$ cat src/core/ssc_defs.vh
// Function
// - Interrupt enables at bits 6,5,4,3,2; all clear at reset.
// - Click enable set: detected click raises the interrupt request.
// - Motion enable set: X or Y movement raises the interrupt request in navigation mode only.
// - Read error enable set: detected read error raises the interrupt.
// - Reading the status register withdraws the pending interrupt.
// - Two test enables are stored only and steer nothing.
// - Heater power code 00 is 50 mW, 01 is 100 mW, others reserved.
// - Watchdog enabled: heater switches off after a time-out.
// - Navigation frame rate codes give 5.8, 2.9, 1.9, 1.5 kHz.
// - Navigation rate is the rate of reading one whole new frame.
// - Navigation pixel threshold code, 00 lowest, 11 highest.
// - Tap pixel threshold at bits 2,1, 00 lowest, 11 highest.
// - Tap sample rate codes give 180, 90, 60, 45 Hz.
// - Slice colour needs more than 7+n alike and fewer than 5-n opposite.
// - Tap slice limit codes map to 5,7,10,12,16,20,25,31 slices.
// - Click only when two transitions are closer than the slice limit.
// - Mode codes: click 0010, navigation 0100, acquisition 1000, both 0110.
// - Click sets status bit 7 and navigation bit 1; status read clears only status.
`ifndef SSC_DEFS_VH
`define SSC_DEFS_VH

`define SSC_ADDR_STATUS    4'h0
`define SSC_ADDR_IRQEN     4'h2
`define SSC_ADDR_HEATER    4'h3
`define SSC_ADDR_NAVSETUP  4'h4
`define SSC_ADDR_TAPSETUP  4'h5

`define SSC_WMASK_IRQEN    7'h7c
`define SSC_WMASK_HEATER   7'h7c
`define SSC_WMASK_NAV      7'h7e
`define SSC_WMASK_TAP      7'h7f

`define SSC_RST_IRQEN      7'h00
`define SSC_RST_HEATER     7'h00
`define SSC_RST_NAV        7'h20
`define SSC_RST_TAP        7'h2d

`define SSC_BIT_CLICK_IRQ_ENABLE    6
`define SSC_BIT_MOTION_IRQ_ENABLE      5
`define SSC_BIT_TRANSEN    4
`define SSC_BIT_SLICEEN    3
`define SSC_BIT_RDERREN    2
`define SSC_BIT_HEATER_SWITCH       6
`define SSC_BIT_WDOG       5

`define SSC_ST_CLICK       7
`define SSC_ST_MOTION      6
`define SSC_ST_RDERR       5

`define SSC_MODE_CLICK     4'h2
`define SSC_MODE_NAV       4'h4
`define SSC_MODE_ACQ       4'h8

`define SSC_PWR_50MW       2'h0
`define SSC_PWR_100MW      2'h1

`define SSC_CLK_HZ         100000000
`define SSC_NAV_F0_HZ      5800
`define SSC_NAV_F1_HZ      2900
`define SSC_NAV_F2_HZ      1900
`define SSC_NAV_F3_HZ      1500
`define SSC_TAP_F0_HZ      180
`define SSC_TAP_F1_HZ      90
`define SSC_TAP_F2_HZ      60
`define SSC_TAP_F3_HZ      45

`define SSC_COLOUR_BASE    5'h07
`define SSC_OPPOSITE_BASE  5'h05

`define SSC_LIMIT_0        5'h05
`define SSC_LIMIT_1        5'h07
`define SSC_LIMIT_2        5'h0a
`define SSC_LIMIT_3        5'h0c
`define SSC_LIMIT_4        5'h10
`define SSC_LIMIT_5        5'h14
`define SSC_LIMIT_6        5'h19
`define SSC_LIMIT_7        5'h1f

`define SSC_WDOG_CYCLES    100000

`endif

$ cat src/core/ssc_tap_detect.v
`timescale 1ns/1ps
`include "ssc_defs.vh"
module ssc_tap_detect (
   input  wire       clk,
   input  wire       srst,
   input  wire       enable,
   input  wire       sliceValid,
   input  wire [4:0] blackCount,
   input  wire [4:0] whiteCount,
   input  wire [1:0] colourThr,
   input  wire [2:0] sliceLimit,
   output reg        clickPulse
);

   function [4:0] limitOf;
      input [2:0] code;
      begin
         case (code)
            3'h0:    limitOf = `SSC_LIMIT_0;
            3'h1:    limitOf = `SSC_LIMIT_1;
            3'h2:    limitOf = `SSC_LIMIT_2;
            3'h3:    limitOf = `SSC_LIMIT_3;
            3'h4:    limitOf = `SSC_LIMIT_4;
            3'h5:    limitOf = `SSC_LIMIT_5;
            3'h6:    limitOf = `SSC_LIMIT_6;
            default: limitOf = `SSC_LIMIT_7;
         endcase
      end
   endfunction

   reg        colour_q;
   reg        colourKnown_q;
   reg        armed_q;
   reg  [4:0] gap_q;
   wire [4:0] alikeMin    = `SSC_COLOUR_BASE + {3'h0, colourThr};
   wire [4:0] oppositeMax = `SSC_OPPOSITE_BASE - {3'h0, colourThr};
   wire       isBlack     = (blackCount > alikeMin) && (whiteCount < oppositeMax);
   wire       isWhite     = (whiteCount > alikeMin) && (blackCount < oppositeMax);
   wire       classified  = isBlack || isWhite;
   wire       transition  = classified && colourKnown_q && (isBlack != colour_q);
   wire [4:0] limit       = limitOf(sliceLimit);

   ////////////////////////////////////////////////////////////////////////////
   always @(posedge clk)
   begin
      if (srst || !enable)
      begin
         colour_q      <= 1'b0;
         colourKnown_q <= 1'b0;
         armed_q       <= 1'b0;
         gap_q         <= 5'h00;
         clickPulse    <= 1'b0;
      end
      else
      begin
         clickPulse <= 1'b0;
         if (sliceValid)
         begin
            if (classified)
            begin
               colour_q      <= isBlack;
               colourKnown_q <= 1'b1;
            end
            if (transition)
            begin
               gap_q <= 5'h00;
               if (armed_q && (gap_q < limit))
               begin
                  clickPulse <= 1'b1;
                  armed_q    <= 1'b0;
               end
               else
                  armed_q <= 1'b1;
            end
            else if (gap_q < limit)
               gap_q <= gap_q + 5'h01;
            else
               armed_q <= 1'b0;
         end
      end
   end

endmodule // ssc_tap_detect

$ cat src/core/ssc_heater_wdog.v
`timescale 1ns/1ps
`include "ssc_defs.vh"
module ssc_heater_wdog #(
   parameter WDOG_CYCLES = `SSC_WDOG_CYCLES
) (
   input  wire       clk,
   input  wire       srst,
   input  wire       heaterSwitch,
   input  wire       wdogEnable,
   input  wire [1:0] powerLevel,
   input  wire       acqMode,
   input  wire       oscRunning,
   output reg        heaterOn,
   output reg        heaterHighPower
);

   reg  [31:0] count_q;
   reg         request_q;
   wire        powerOk = (powerLevel == `SSC_PWR_50MW) || (powerLevel == `SSC_PWR_100MW);
   wire        request = heaterSwitch && acqMode && powerOk;
   wire        expired = wdogEnable && (count_q >= WDOG_CYCLES);

   ////////////////////////////////////////////////////////////////////////////
   always @(posedge clk)
   begin
      if (srst)
      begin
         count_q         <= 32'h0;
         request_q       <= 1'b0;
         heaterOn        <= 1'b0;
         heaterHighPower <= 1'b0;
      end
      else
      begin
         request_q <= request;
         if (request && !request_q)
            count_q <= 32'h0;
         else if (request && oscRunning && !expired)
            count_q <= count_q + 32'h1;
         heaterOn        <= request && !expired;
         heaterHighPower <= request && !expired && (powerLevel == `SSC_PWR_100MW);
      end
   end

endmodule // ssc_heater_wdog

$ cat src/core/ssc_control_regs.v
`timescale 1ns/1ps
`include "ssc_defs.vh"
module ssc_control_regs #(
   parameter WDOG_CYCLES = `SSC_WDOG_CYCLES,
   parameter NAV_DIV0    = `SSC_CLK_HZ / `SSC_NAV_F0_HZ,
   parameter NAV_DIV1    = `SSC_CLK_HZ / `SSC_NAV_F1_HZ,
   parameter NAV_DIV2    = `SSC_CLK_HZ / `SSC_NAV_F2_HZ,
   parameter NAV_DIV3    = `SSC_CLK_HZ / `SSC_NAV_F3_HZ,
   parameter TAP_DIV0    = `SSC_CLK_HZ / `SSC_TAP_F0_HZ,
   parameter TAP_DIV1    = `SSC_CLK_HZ / `SSC_TAP_F1_HZ,
   parameter TAP_DIV2    = `SSC_CLK_HZ / `SSC_TAP_F2_HZ,
   parameter TAP_DIV3    = `SSC_CLK_HZ / `SSC_TAP_F3_HZ
) (
   input  wire       clk,
   input  wire       srst,
   input  wire       spiSck,
   input  wire       spiSsN,
   input  wire       spiMosi,
   output reg        spiMiso,
   output reg        spiMisoOe,
   input  wire [3:0] operatingMode,
   input  wire       oscRunning,
   input  wire       sliceValid,
   input  wire [4:0] sliceBlackCount,
   input  wire [4:0] sliceWhiteCount,
   input  wire       motionDetected,
   input  wire       readErrorDetected,
   input  wire       navPacketRead,
   output reg        irqOut,
   output reg        navClickFlag,
   output reg        navFrameStrobe,
   output reg        tapSampleStrobe,
   output reg  [1:0] navPixelThreshold,
   output reg  [1:0] tapPixelThreshold,
   output wire       heaterOn,
   output wire       heaterHighPower
);

   function [31:0] pickDiv;
      input [1:0]  code;
      input [31:0] d0;
      input [31:0] d1;
      input [31:0] d2;
      input [31:0] d3;
      begin
         case (code)
            2'h0:    pickDiv = d0;
            2'h1:    pickDiv = d1;
            2'h2:    pickDiv = d2;
            default: pickDiv = d3;
         endcase
      end
   endfunction

   ////////////////////////////////////////////////////////////////////////////
   // Pin synchronisers
   reg  [1:0] sckSync_q;
   reg  [1:0] ssnSync_q;
   reg  [1:0] mosiSync_q;
   reg        sckLast_q;

   always @(posedge clk)
   begin
      if (srst)
      begin
         sckSync_q  <= 2'h3;
         ssnSync_q  <= 2'h3;
         mosiSync_q <= 2'h0;
         sckLast_q  <= 1'b1;
      end
      else
      begin
         sckSync_q  <= {sckSync_q[0], spiSck};
         ssnSync_q  <= {ssnSync_q[0], spiSsN};
         mosiSync_q <= {mosiSync_q[0], spiMosi};
         sckLast_q  <= sckSync_q[1];
      end
   end

   wire selected = !ssnSync_q[1];
   wire sckRise  = selected && sckSync_q[1] && !sckLast_q;
   wire sckFall  = selected && !sckSync_q[1] && sckLast_q;

   ////////////////////////////////////////////////////////////////////////////
   // Register storage
   reg  [6:0] irqEnable_q;
   reg  [6:0] heaterCtrl_q;
   reg  [6:0] navSetup_q;
   reg  [6:0] tapSetup_q;
   reg  [7:0] status_q;

   wire       clickMode = operatingMode[1] && !operatingMode[3];
   wire       navMode   = operatingMode[2] && !operatingMode[3];
   wire       acqMode   = (operatingMode == `SSC_MODE_ACQ);
   wire       clickEvent;

   ////////////////////////////////////////////////////////////////////////////
   // Serial frame: command byte {read, 3'h0, addr}, then data byte
   reg  [2:0] bitCnt_q;
   reg        dataPhase_q;
   reg        isRead_q;
   reg  [3:0] addr_q;
   reg  [7:0] rxShift_q;
   reg  [7:0] txShift_q;
   reg        wrStrobe_q;
   reg  [7:0] wrData_q;
   reg  [7:0] statusClear_q;
   wire [7:0] rxByte = {rxShift_q[6:0], mosiSync_q[1]};
   reg  [7:0] readData;

   always @*
   begin
      readData = 8'h00;
      case (rxByte[3:0])
         `SSC_ADDR_STATUS:   readData = status_q;
         `SSC_ADDR_IRQEN:    readData = {1'b0, irqEnable_q};
         `SSC_ADDR_HEATER:   readData = {1'b0, heaterCtrl_q};
         `SSC_ADDR_NAVSETUP: readData = {1'b0, navSetup_q};
         `SSC_ADDR_TAPSETUP: readData = {1'b0, tapSetup_q};
         default:            readData = 8'h00;
      endcase
   end

   always @(posedge clk)
   begin
      if (srst || !selected)
      begin
         bitCnt_q      <= 3'h0;
         dataPhase_q   <= 1'b0;
         isRead_q      <= 1'b0;
         addr_q        <= 4'h0;
         rxShift_q     <= 8'h00;
         txShift_q     <= 8'h00;
         wrStrobe_q    <= 1'b0;
         wrData_q      <= 8'h00;
         statusClear_q <= 8'h00;
      end
      else
      begin
         wrStrobe_q    <= 1'b0;
         statusClear_q <= 8'h00;
         if (sckFall && dataPhase_q)
            txShift_q <= {txShift_q[6:0], 1'b0};
         if (sckRise)
         begin
            rxShift_q <= rxByte;
            bitCnt_q  <= bitCnt_q + 3'h1;
            if (bitCnt_q == 3'h7)
            begin
               if (!dataPhase_q)
               begin
                  dataPhase_q <= 1'b1;
                  isRead_q    <= rxByte[7];
                  addr_q      <= rxByte[3:0];
                  txShift_q   <= rxByte[7] ? readData : 8'h00;
                  if (rxByte[7] && (rxByte[3:0] == `SSC_ADDR_STATUS))
                     statusClear_q <= status_q;
               end
               else
               begin
                  dataPhase_q <= 1'b0;
                  wrStrobe_q  <= !isRead_q;
                  wrData_q    <= rxByte;
               end
            end
         end
      end
   end

   ////////////////////////////////////////////////////////////////////////////
   // Output line, changes on falling clock edge
   always @(posedge clk)
   begin
      if (srst)
      begin
         spiMiso   <= 1'b0;
         spiMisoOe <= 1'b0;
      end
      else
      begin
         spiMisoOe <= selected;
         if (!selected)
            spiMiso <= 1'b0;
         else if (sckFall && dataPhase_q)
            spiMiso <= txShift_q[7];
      end
   end

   ////////////////////////////////////////////////////////////////////////////
   // Register writes
   always @(posedge clk)
   begin
      if (srst)
      begin
         irqEnable_q  <= `SSC_RST_IRQEN;
         heaterCtrl_q <= `SSC_RST_HEATER;
         navSetup_q   <= `SSC_RST_NAV;
         tapSetup_q   <= `SSC_RST_TAP;
      end
      else if (wrStrobe_q)
      begin
         case (addr_q)
            `SSC_ADDR_IRQEN:    irqEnable_q  <= wrData_q[6:0] & `SSC_WMASK_IRQEN;
            `SSC_ADDR_HEATER:   heaterCtrl_q <= wrData_q[6:0] & `SSC_WMASK_HEATER;
            `SSC_ADDR_NAVSETUP: navSetup_q   <= wrData_q[6:0] & `SSC_WMASK_NAV;
            `SSC_ADDR_TAPSETUP: tapSetup_q   <= wrData_q[6:0] & `SSC_WMASK_TAP;
            default:            irqEnable_q  <= irqEnable_q;
         endcase
      end
   end

   ////////////////////////////////////////////////////////////////////////////
   // Status flags and interrupt request; a new event wins over the clear
   reg  [7:0] events;

   always @*
   begin
      events                 = 8'h00;
      events[`SSC_ST_CLICK]  = clickEvent;
      events[`SSC_ST_MOTION] = motionDetected && navMode;
      events[`SSC_ST_RDERR]  = readErrorDetected;
   end

   wire [7:0] statusNext = (status_q & ~statusClear_q) | events;
   wire [7:0] irqMask    = {irqEnable_q[`SSC_BIT_CLICK_IRQ_ENABLE],
                            irqEnable_q[`SSC_BIT_MOTION_IRQ_ENABLE],
                            irqEnable_q[`SSC_BIT_RDERREN], 5'h00};

   always @(posedge clk)
   begin
      if (srst)
      begin
         status_q     <= 8'h00;
         irqOut       <= 1'b0;
         navClickFlag <= 1'b0;
      end
      else
      begin
         status_q     <= statusNext;
         irqOut       <= |(statusNext & irqMask);
         navClickFlag <= clickEvent || (navClickFlag && !navPacketRead);
      end
   end

   ////////////////////////////////////////////////////////////////////////////
   // Frame and sample rate timers
   reg  [31:0] navCnt_q;
   reg  [31:0] tapCnt_q;
   wire [31:0] navDiv = pickDiv(navSetup_q[6:5], NAV_DIV0, NAV_DIV1, NAV_DIV2, NAV_DIV3);
   wire [31:0] tapDiv = pickDiv(tapSetup_q[6:5], TAP_DIV0, TAP_DIV1, TAP_DIV2, TAP_DIV3);

   always @(posedge clk)
   begin
      if (srst)
      begin
         navCnt_q          <= 32'h0;
         tapCnt_q          <= 32'h0;
         navFrameStrobe    <= 1'b0;
         tapSampleStrobe   <= 1'b0;
         navPixelThreshold <= 2'h0;
         tapPixelThreshold <= 2'h0;
      end
      else
      begin
         navFrameStrobe    <= 1'b0;
         tapSampleStrobe   <= 1'b0;
         navPixelThreshold <= navSetup_q[4:3];
         tapPixelThreshold <= navSetup_q[2:1];
         if (!navMode || (navCnt_q >= navDiv - 32'h1))
         begin
            navCnt_q       <= 32'h0;
            navFrameStrobe <= navMode;
         end
         else
            navCnt_q <= navCnt_q + 32'h1;
         if (!clickMode || (tapCnt_q >= tapDiv - 32'h1))
         begin
            tapCnt_q        <= 32'h0;
            tapSampleStrobe <= clickMode;
         end
         else
            tapCnt_q <= tapCnt_q + 32'h1;
      end
   end

   ////////////////////////////////////////////////////////////////////////////
   // Tap detector and heater watchdog; test enables at bits 4 and 3 are stored only
   ssc_tap_detect u_tap (
      .clk        (clk),
      .srst       (srst),
      .enable     (clickMode),
      .sliceValid (sliceValid),
      .blackCount (sliceBlackCount),
      .whiteCount (sliceWhiteCount),
      .colourThr  (tapSetup_q[4:3]),
      .sliceLimit (tapSetup_q[2:0]),
      .clickPulse (clickEvent)
   );

   ssc_heater_wdog #(
      .WDOG_CYCLES (WDOG_CYCLES)
   ) u_heater_switch (
      .clk             (clk),
      .srst            (srst),
      .heaterSwitch    (heaterCtrl_q[`SSC_BIT_HEATER_SWITCH]),
      .wdogEnable      (heaterCtrl_q[`SSC_BIT_WDOG]),
      .powerLevel      (heaterCtrl_q[4:3]),
      .acqMode         (acqMode),
      .oscRunning      (oscRunning),
      .heaterOn        (heaterOn),
      .heaterHighPower (heaterHighPower)
   );

endmodule // ssc_control_regs

$ cat config.mk
export PLATFORM = sky130hd
export DESIGN_NAME = ssc_control_regs
export DESIGN_NICKNAME = d
export VERILOG_FILES = /design/src/core/ssc_tap_detect.v /design/src/core/ssc_heater_wdog.v /design/src/core/ssc_control_regs.v
export VERILOG_INCLUDE_DIRS = /design/src /design/src/core
export SDC_FILE = /design/constraint.sdc
export NUM_CORES = 1
export LEC_CHECK = 0
export BUFFER_PORTS_ARGS = -buffer_cell sky130_fd_sc_hd__buf_2
export CAP_MARGIN = 5
export CORE_ASPECT_RATIO = 0.9
export CORE_MARGIN = 3
export CORE_UTILIZATION = 58
export DETAILED_ROUTE_END_ITERATION = 6
export GPL_TIMING_DRIVEN = 0
export PLACE_DENSITY = 0.75
export SLEW_MARGIN = 15
export SYNTH_ARGS = -nofsm -noshare
export SYNTH_HDL_FRONTEND = slang
export SYNTH_SLANG_ARGS = --single-unit
$ cat constraint.sdc
create_clock -name clk -period 3.7 [get_ports clk]
set_clock_uncertainty 0.15 [all_clocks]
set_input_delay 0.37 -clock clk [delete_from_list [all_inputs] [get_ports clk]]
set_output_delay 0.37 -clock clk [all_outputs]
set_load 0.01 [all_outputs]
-- After elaboration in Yosys (flattened, before gate mapping)
Index checks and enable logic that the tools add are counted.
- register bits: 196
- multiplexer cells: 16
- reduce and logical (&&, ||, !) cells: 66
- $lt $le $gt $ge: 8
- equality and inequality tests: 23
- add/sub/neg operators: 9
- bitwise operators: 12
- operators with widths (kind ; number):
    adder 32 x 1 -> 32 bit, second input constant ; 3
    case mux 22 bit (3 select lines) ; 1
    >= comparator 32 bit ; 2
    subtractor 32 x 1 -> 32 bit, second input constant ; 2
    case mux 17 bit (3 select lines) ; 1
    two-way mux 8 bit ; 5
    case mux 8 bit (5 select lines) ; 1
    case mux 5 bit (7 select lines) ; 1
    >= comparator 32 x 17 -> 1 bit, second input constant ; 1
    logical AND 1 bit ; 23
    AND 8 bit ; 2
    == test 4 x 2 -> 1 bit, second input constant ; 4
    == test 4 x 3 -> 1 bit, second input constant ; 4
    AND reduction 2 bit ; 8
    less-than comparator 5 bit ; 3
    == test 3 bit, second input constant ; 4
    OR reduction 2 bit ; 6
    greater-than comparator 5 bit ; 2
    zero test 1 bit ; 10
    two-way mux 5 bit ; 2
    inverter 1 bit ; 8
    inverter 8 bit ; 1
    bitwise OR 8 bit ; 1
    OR reduction 8 bit ; 1
    other kinds (21) ; 38

-- Depth between registers and ports, before layout
- depth in word-level cells: 8
- mapped depth: 11

-- Hierarchy
Synthesis repeated with hierarchy kept, for this count alone.
- cell total of the unflattened synthesis: 1007
- area, all modules: 9377.7 sq um
- by module, submodules not included (module ; seq. area each (sq um) ; times used ; cells each ; area an instance (sq um)):
    ssc_control_regs ; 3042.9 ; 1 ; 669 ; 6662.6
    ssc_heater_wdog ; 700.7 ; 1 ; 220 ; 1796.7
    ssc_tap_detect ; 180.2 ; 1 ; 118 ; 918.4

-- Worst setup path before layout
No wires, ideal clock.
- path kind: register to register
- from: register tapSetup_q[6]
- to: register tapCnt_q[10]
- path slack: 1074 ps
- arrival time: 2391 ps
- stages on the path, launching flop included: 12
- cells stage by stage: dfxtp_1 -> inv_1 -> ha_1 -> o21ai_0 -> ha_1 -> a21o_1 -> a21o_1 -> a21oi_1 -> o21ai_1 -> a21o_1 -> clkbuf_1 -> a211oi_1
- longest elaborated chain between the ends: 6
- elaborated cells on any way between the ends: 8
- RTL lines (what ; RTL line ; source):
    from (decl) ; ssc_control_regs.v:89 ; reg [6:0] tapSetup_q;
    from (signal assigned) ; ssc_control_regs.v:198 ; tapSetup_q <= `SSC_RST_TAP;
    from (signal assigned) ; ssc_control_regs.v:206 ; `SSC_ADDR_TAPSETUP: tapSetup_q <= wrData_q[6:0] & `SSC_WMASK_TAP;
    == test 2 bit, or another cell as far along ; ssc_control_regs.v:46 ; case (code)
    case mux 22 bit (3 select lines) (*) ; ssc_control_regs.v:46 ;
    subtractor 32 x 1 -> 32 bit (*) ; ssc_control_regs.v:276 ; if (!clickMode || (tapCnt_q >= tapDiv - 32'h1))
    >= comparator 32 bit (*) ; ssc_control_regs.v:276 ;
    logical OR 1 bit (*) ; ssc_control_regs.v:276 ;
    OR reduction 2 bit (no line) (*) ; n/a ;
    to (signal assigned) ; ssc_control_regs.v:282 ; tapCnt_q <= tapCnt_q + 32'h1;
    to (decl) ; ssc_control_regs.v:248 ; reg [31:0] tapCnt_q;
Every way passes the cells marked *; elsewhere a longest branch is shown, timed or not.
A chain may end at the register's enable or synchronous reset.

-- Final worst setup path
- from: register tapSetup_q[6]
- to: register tapCnt_q[4]
Same word-level chain as after synthesis.

==> flow_summary.html <==
<table>
<tr><th>Metric</th><th>Value</th></tr>
<tr><th colspan="2">Global routing</th></tr>
<tr><td>Antenna violations before repair</td><td>0</td></tr>
<tr><td>Gr busiest metal</td><td>met2</td></tr>
<tr><td>Overflow after GRT</td><td>0</td></tr>
<tr><td>Number of global-route vias before repair</td><td>7,018</td></tr>
<tr><td>Met2 demand-to-capacity share in global routing</td><td>36.0%</td></tr>
<tr><td>Wire length of the first global-routing pass</td><td>34,400 um</td></tr>
<tr><td>GR met3 Demand/Resource</td><td>5.54%</td></tr>
<tr><td>Met1 capacity usage during global routing</td><td>33.4%</td></tr>
<tr><td>Total global routing track utilization</td><td>23.5%</td></tr>
<tr><td>Maximum number of pins on one net before global-route repair</td><td>19</td></tr>
<tr><th colspan="2">Logic synthesis</th></tr>
<tr><td>Post-synthesis instance area</td><td>0.00929 sq mm</td></tr>
<tr><td>Mapped Cells</td><td>1,008</td></tr>
<tr><td>Yosys warns</td><td>0</td></tr>
<tr><td>Dominant cell by count in the synthesized netlist</td><td>sky130_fd_sc_hd__dfxtp_1</td></tr>
<tr><td>Flops &amp; latches, synth</td><td>196</td></tr>
<tr><td>Area leader, netlist</td><td>sky130_fd_sc_hd__dfxtp_1</td></tr>
<tr><td>Post-Synth XOR/XNOR Area</td><td>around 4.1%</td></tr>
<tr><td>Basic-gate share of the synthesized area counting and, or, nand and nor cells</td><td>22.8%</td></tr>
<tr><td>Synthesized area per cell</td><td>9.22 sq um</td></tr>
<tr><td>Count of cell types in the netlist</td><td>64</td></tr>
<tr><td>Area fraction in compound gates after synthesis</td><td>11.8%</td></tr>
<tr><td>List of most frequent post-synthesis cells</td><td>sky130_fd_sc_hd__dfxtp_1, sky130_fd_sc_hd__nor2_1, sky130_fd_sc_hd__ha_1, sky130_fd_sc_hd__nand2_1, sky130_fd_sc_hd__mux2i_1</td></tr>
<tr><td>Portion of netlist area occupied by mux cells</td><td>~6.3%</td></tr>
<tr><td>Top cells by area in the synthesized netlist</td><td>sky130_fd_sc_hd__dfxtp_1, sky130_fd_sc_hd__ha_1, sky130_fd_sc_hd__mux2i_1</td></tr>
<tr><td>Post-synthesis share of cell area spent on full adders, half adders and majority gates</td><td>9.16%</td></tr>
<tr><td>Fraction of synthesis flops using an asynchronous set or reset pin</td><td>0%</td></tr>
<tr><td>Dominant combinational cell family by area after synthesis</td><td>simple AND/OR/NAND/NOR gates</td></tr>
<tr><td>Post-synth EDFFs</td><td>0</td></tr>
<tr><td>Synth Flop Type</td><td>sky130_fd_sc_hd__dfxtp_1</td></tr>
<tr><td>Area share of the largest cell type after synthesis</td><td>42.2%</td></tr>
<tr><td>Seq/Total Area, Yosys</td><td>42.2%</td></tr>
<tr><th colspan="2">Critical path</th></tr>
<tr><td>Worst r2r path cells</td><td>8</td></tr>
<tr><td>Endpoint of the most critical register-to-register path</td><td>tapCnt_q[4]$_SDFF_PP0_</td></tr>
<tr><td>Required time at the worst-slack endpoint</td><td>3840 ps</td></tr>
<tr><td>CP startpoint kind</td><td>flop</td></tr>
<tr><td>Cell repeated most along the worst path</td><td>sky130_fd_sc_hd__ha_1</td></tr>
<tr><td>Cell with the biggest individual delay on the critical path</td><td>sky130_fd_sc_hd__o41ai_1</td></tr>
<tr><td>Launching element of the worst setup path</td><td>tapSetup_q[6]$_SDFFE_PP0P_</td></tr>
<tr><td>Kind of capture point of the worst setup path</td><td>flop</td></tr>
<tr><td>Chain of cells forming the critical path</td><td>inv_1 -&gt; ha_1 -&gt; o21ai_0 -&gt; ha_1 -&gt; a21oi_1 -&gt; o41ai_1 -&gt; clkbuf_1 -&gt; a211oi_1</td></tr>
<tr><td>CP Class</td><td>flop to flop</td></tr>
<tr><td>Worst setup path end</td><td>tapCnt_q[4]$_SDFF_PP0_</td></tr>
<tr><td>Reg-to-reg critical path startpoint</td><td>tapSetup_q[6]$_SDFFE_PP0P_</td></tr>
<tr><td>Max incr delay on CP</td><td>780 ps</td></tr>
<tr><td>Data arrival, critical path</td><td>3480 ps</td></tr>
<tr><td>Register-to-register path setup slack</td><td>360 ps</td></tr>
<tr><td>CP Max Fanout</td><td>10</td></tr>
<tr><th colspan="2">Detailed routing</th></tr>
<tr><td>Post-detailed-route wirelength per cell</td><td>15.7 um</td></tr>
<tr><td>Via/cell ratio</td><td>5.80</td></tr>
<tr><td>Number of remaining DRC errors</td><td>0</td></tr>
<tr><td>Via Count</td><td>between 7,000 and 8,000</td></tr>
<tr><td>Initial DRC count</td><td>645</td></tr>
<tr><td>Total wire length</td><td>20,400 um</td></tr>
<tr><td>DRT Pass-1 Iters</td><td>5</td></tr>
<tr><td>Antenna violation net count after detailed routing</td><td>0</td></tr>
<tr><th colspan="2">Status</th></tr>
<tr><td>Status</td><td>completed</td></tr>
<tr><th colspan="2">Run</th></tr>
<tr><td>Max-capacitance violation count</td><td>0</td></tr>
<tr><th colspan="2">Clock network</th></tr>
<tr><td>CTS Root Cell</td><td>sky130_fd_sc_hd__clkbuf_16</td></tr>
<tr><td>Sink count of the clock tree</td><td>196</td></tr>
<tr><td>Clock tree from TritonCTS</td><td>built</td></tr>
<tr><td>Clock Pin Slew Worst Setup and Hold Paths</td><td>70 ps</td></tr>
<tr><td>CTS resizes</td><td>0</td></tr>
<tr><td>Post-CTS setup buffers</td><td>0</td></tr>
<tr><td>Number of buffers created by CTS</td><td>17</td></tr>
<tr><td>Number of buffers on the longest clock path</td><td>2</td></tr>
<tr><td>Level count of the clock H-tree</td><td>4</td></tr>
<tr><td>Clock insertion delay at the later pin of the skew report</td><td>430 ps</td></tr>
<tr><th colspan="2">Pwr</th></tr>
<tr><td>Worst IR Drop VDD</td><td>0.392 mV</td></tr>
<tr><td>Internal Power</td><td>3040 uW</td></tr>
<tr><td>Pwr/cell area</td><td>382 mW/mm^2</td></tr>
<tr><td>Leakage</td><td>~0.004 uW</td></tr>
<tr><td>Net switching power figure</td><td>924 uW</td></tr>
<tr><td>Share of power burned in the clock network</td><td>roughly 44%</td></tr>
<tr><td>Part of the total power dissipated in combinational logic</td><td>2.6%</td></tr>
<tr><td>Sw frac</td><td>23.3%</td></tr>
<tr><td>Share of total power in sequential cells</td><td>53.8%</td></tr>
<tr><th colspan="2">Floorplan</th></tr>
<tr><td>Floorplan row count</td><td>between 40 and 50</td></tr>
<tr><td>Width of the die</td><td>between 100 and 150 um</td></tr>
<tr><td>Area of the die</td><td>0.0176 sq mm</td></tr>
<tr><td>Initial standard-cell utilization of the core</td><td>59.7%</td></tr>
<tr><td>Std-Cell Core Area</td><td>0.0155 sq mm</td></tr>
<tr><td>Height of the die</td><td>126 um</td></tr>
<tr><td>Boundary pin count</td><td>36</td></tr>
<tr><th colspan="2">Placed design</th></tr>
<tr><td>Number of buffers added on ports</td><td>34</td></tr>
<tr><td>RD Place Congestion</td><td>0.888</td></tr>
<tr><td>Post-DP HPWL</td><td>14,700 um</td></tr>
<tr><td>Area after detailed placement</td><td>0.00980 sq mm</td></tr>
<tr><th colspan="2">STA</th></tr>
<tr><td>Final period util</td><td>90.2%</td></tr>
<tr><td>Least-Margin Pin Slew</td><td>1120 ps</td></tr>
<tr><td>Time the final worst path needs with I/O delays and setup</td><td>3340 ps</td></tr>
<tr><td>Setup total negative slack</td><td>0 ps</td></tr>
<tr><td>Fin. Hold Viols</td><td>0</td></tr>
<tr><td># setup viols final</td><td>0</td></tr>
<tr><td>Worst slew margin relative to its limit</td><td>between 20% and 30%</td></tr>
<tr><td>Setup repair after global routing missed its margin</td><td>no</td></tr>
<tr><td>Max Transition Viols Final</td><td>0</td></tr>
<tr><td>Highest attainable clock frequency</td><td>~300 MHz</td></tr>
<tr><th colspan="2">Final layout</th></tr>
<tr><td>Final #Nets</td><td>between 1,000 and 1,500</td></tr>
<tr><td>Area growth from synthesis to layout</td><td>11.7%</td></tr>
<tr><td>Total non-filler cell area in the finished layout</td><td>0.0104 sq mm</td></tr>
<tr><td>Proportion of layout cells with a drive suffix above 1</td><td>8.11%</td></tr>
<tr><td>Number of antenna repair diodes</td><td>0</td></tr>
<tr><th colspan="2">Hold path</th></tr>
<tr><td>Worst hold path type</td><td>input port to flop</td></tr>
</table>
-- sequential cells by signal, summed over array words and instances, names as in the netlist, 3 cells and up --
name / flops
addr_q: 4
bitCnt_q: 3
heaterCtrl_q: 5
irqEnable_q: 5
navCnt_q: 32
navSetup_q: 6
rxShift_q: 7
statusClear_q: 8
status_q: 8
tapCnt_q: 32
tapSetup_q: 7
txShift_q: 8
u_heater_switch.count_q: 32
u_tap.gap_q: 5
wrData_q: 7
-- power groups by stage --
stage	Clock [uW]	Sequential (uW)	Combinational, uW
after floorplan	0	2180	59.2
after global placement	0	2180	97.8
after detailed placement	0	2180	99.5
after CTS	1750	2130	102
after global routing	1860	2140	115
final	1730	2130	103
-- critical path, delay by kind of cell, from the launching register on --
kind	cells	cell delay, ps
buffers and inverters	2	650
AO/OA/AOI/OAI	4	1350
flip-flops	1	570
adder cells (fa/ha/maj)	2	480
-- metal layers --
| layer | vias up | wire [um] |
|---|---|---|
| met5 | - | 0 |
| met4 | 0 | 246 |
| met3 | 27 | 1180 |
| met2 | 187 | 9180 |
| met1 | 3532 | 9820 |
| li1 | 3796 | - |
-- cells in the final DEF, fill, tap and decap left out, drive strengths merged, types with 12 or more instances in the layout --
master  instances
xor2           19
xnor2          24
mux2i          58
conb           23
nand4          26
nor2b          16
nand2          68
or3            13
clkbuf         53
dfxtp         196
nor4           33
a21oi          43
buf            42
ha             68
nor2           82
inv            47
o21ai          33
and2           12
nand3          41
a211oi         25
nor3           19
or4            17
-- stage by stage --
stage          util [%]  total power [uW]  cells  setup WS (ps)  hold WS [ps]
6_report           66.7              3960   1300            363          38.9
5_1_grt            66.7              4110   1300            156          29.5
4_1_cts            66.7              3990   1300            382          40.3
3_5_place_dp       63.0              2280   1265            389           230
3_3_place_gp       63.0              2280   1265            432           224
2_1_floorplan         -              2240   1029           1070           223
-- layout make-up --
cell class / count / area [sq um]
Buffer: 44 / 185
Clock buffer: 17 / 425
Clock inverter: 15 / 121
Fill cell: 1225 / 5170
Inverter: 41 / 154
Multi-Input combinational cell: 748 / 5110
Sequential cell: 196 / 3920
Tap cell: 202 / 253
Timing Repair Buffer: 37 / 200
-- worst min path at each step --
stage	from	to	slack [ps]	depth (start not counted)
global placement	statusClear_q[2]$_SDFF_PP0_	status_q[2]$_SDFF_PP0_	220	1
CTS	readErrorDetected	status_q[5]$_SDFF_PP0_	40	2
finish	readErrorDetected	status_q[5]$_SDFF_PP0_	40	2
detailed placement	statusClear_q[3]$_SDFF_PP0_	status_q[3]$_SDFF_PP0_	230	1
global route	readErrorDetected	status_q[5]$_SDFF_PP0_	30	2
floorplan	statusClear_q[0]$_SDFF_PP0_	status_q[0]$_SDFF_PP0_	220	1
-- logic make-up after synthesis --
group           Yosys count
simple gates            388
flops                   196
compound gates          168
buf+inv                  85
fa+ha+maj                68
mux                      58
xor+xnor                 43
other cells               2
-- repair_timing --
item	4_1_cts	5_1_grt
setup endpoints to repair	0	0
endpoints found under the hold margin	3	0
hold buffers	3	0
(Power assumes the default switching activity.)
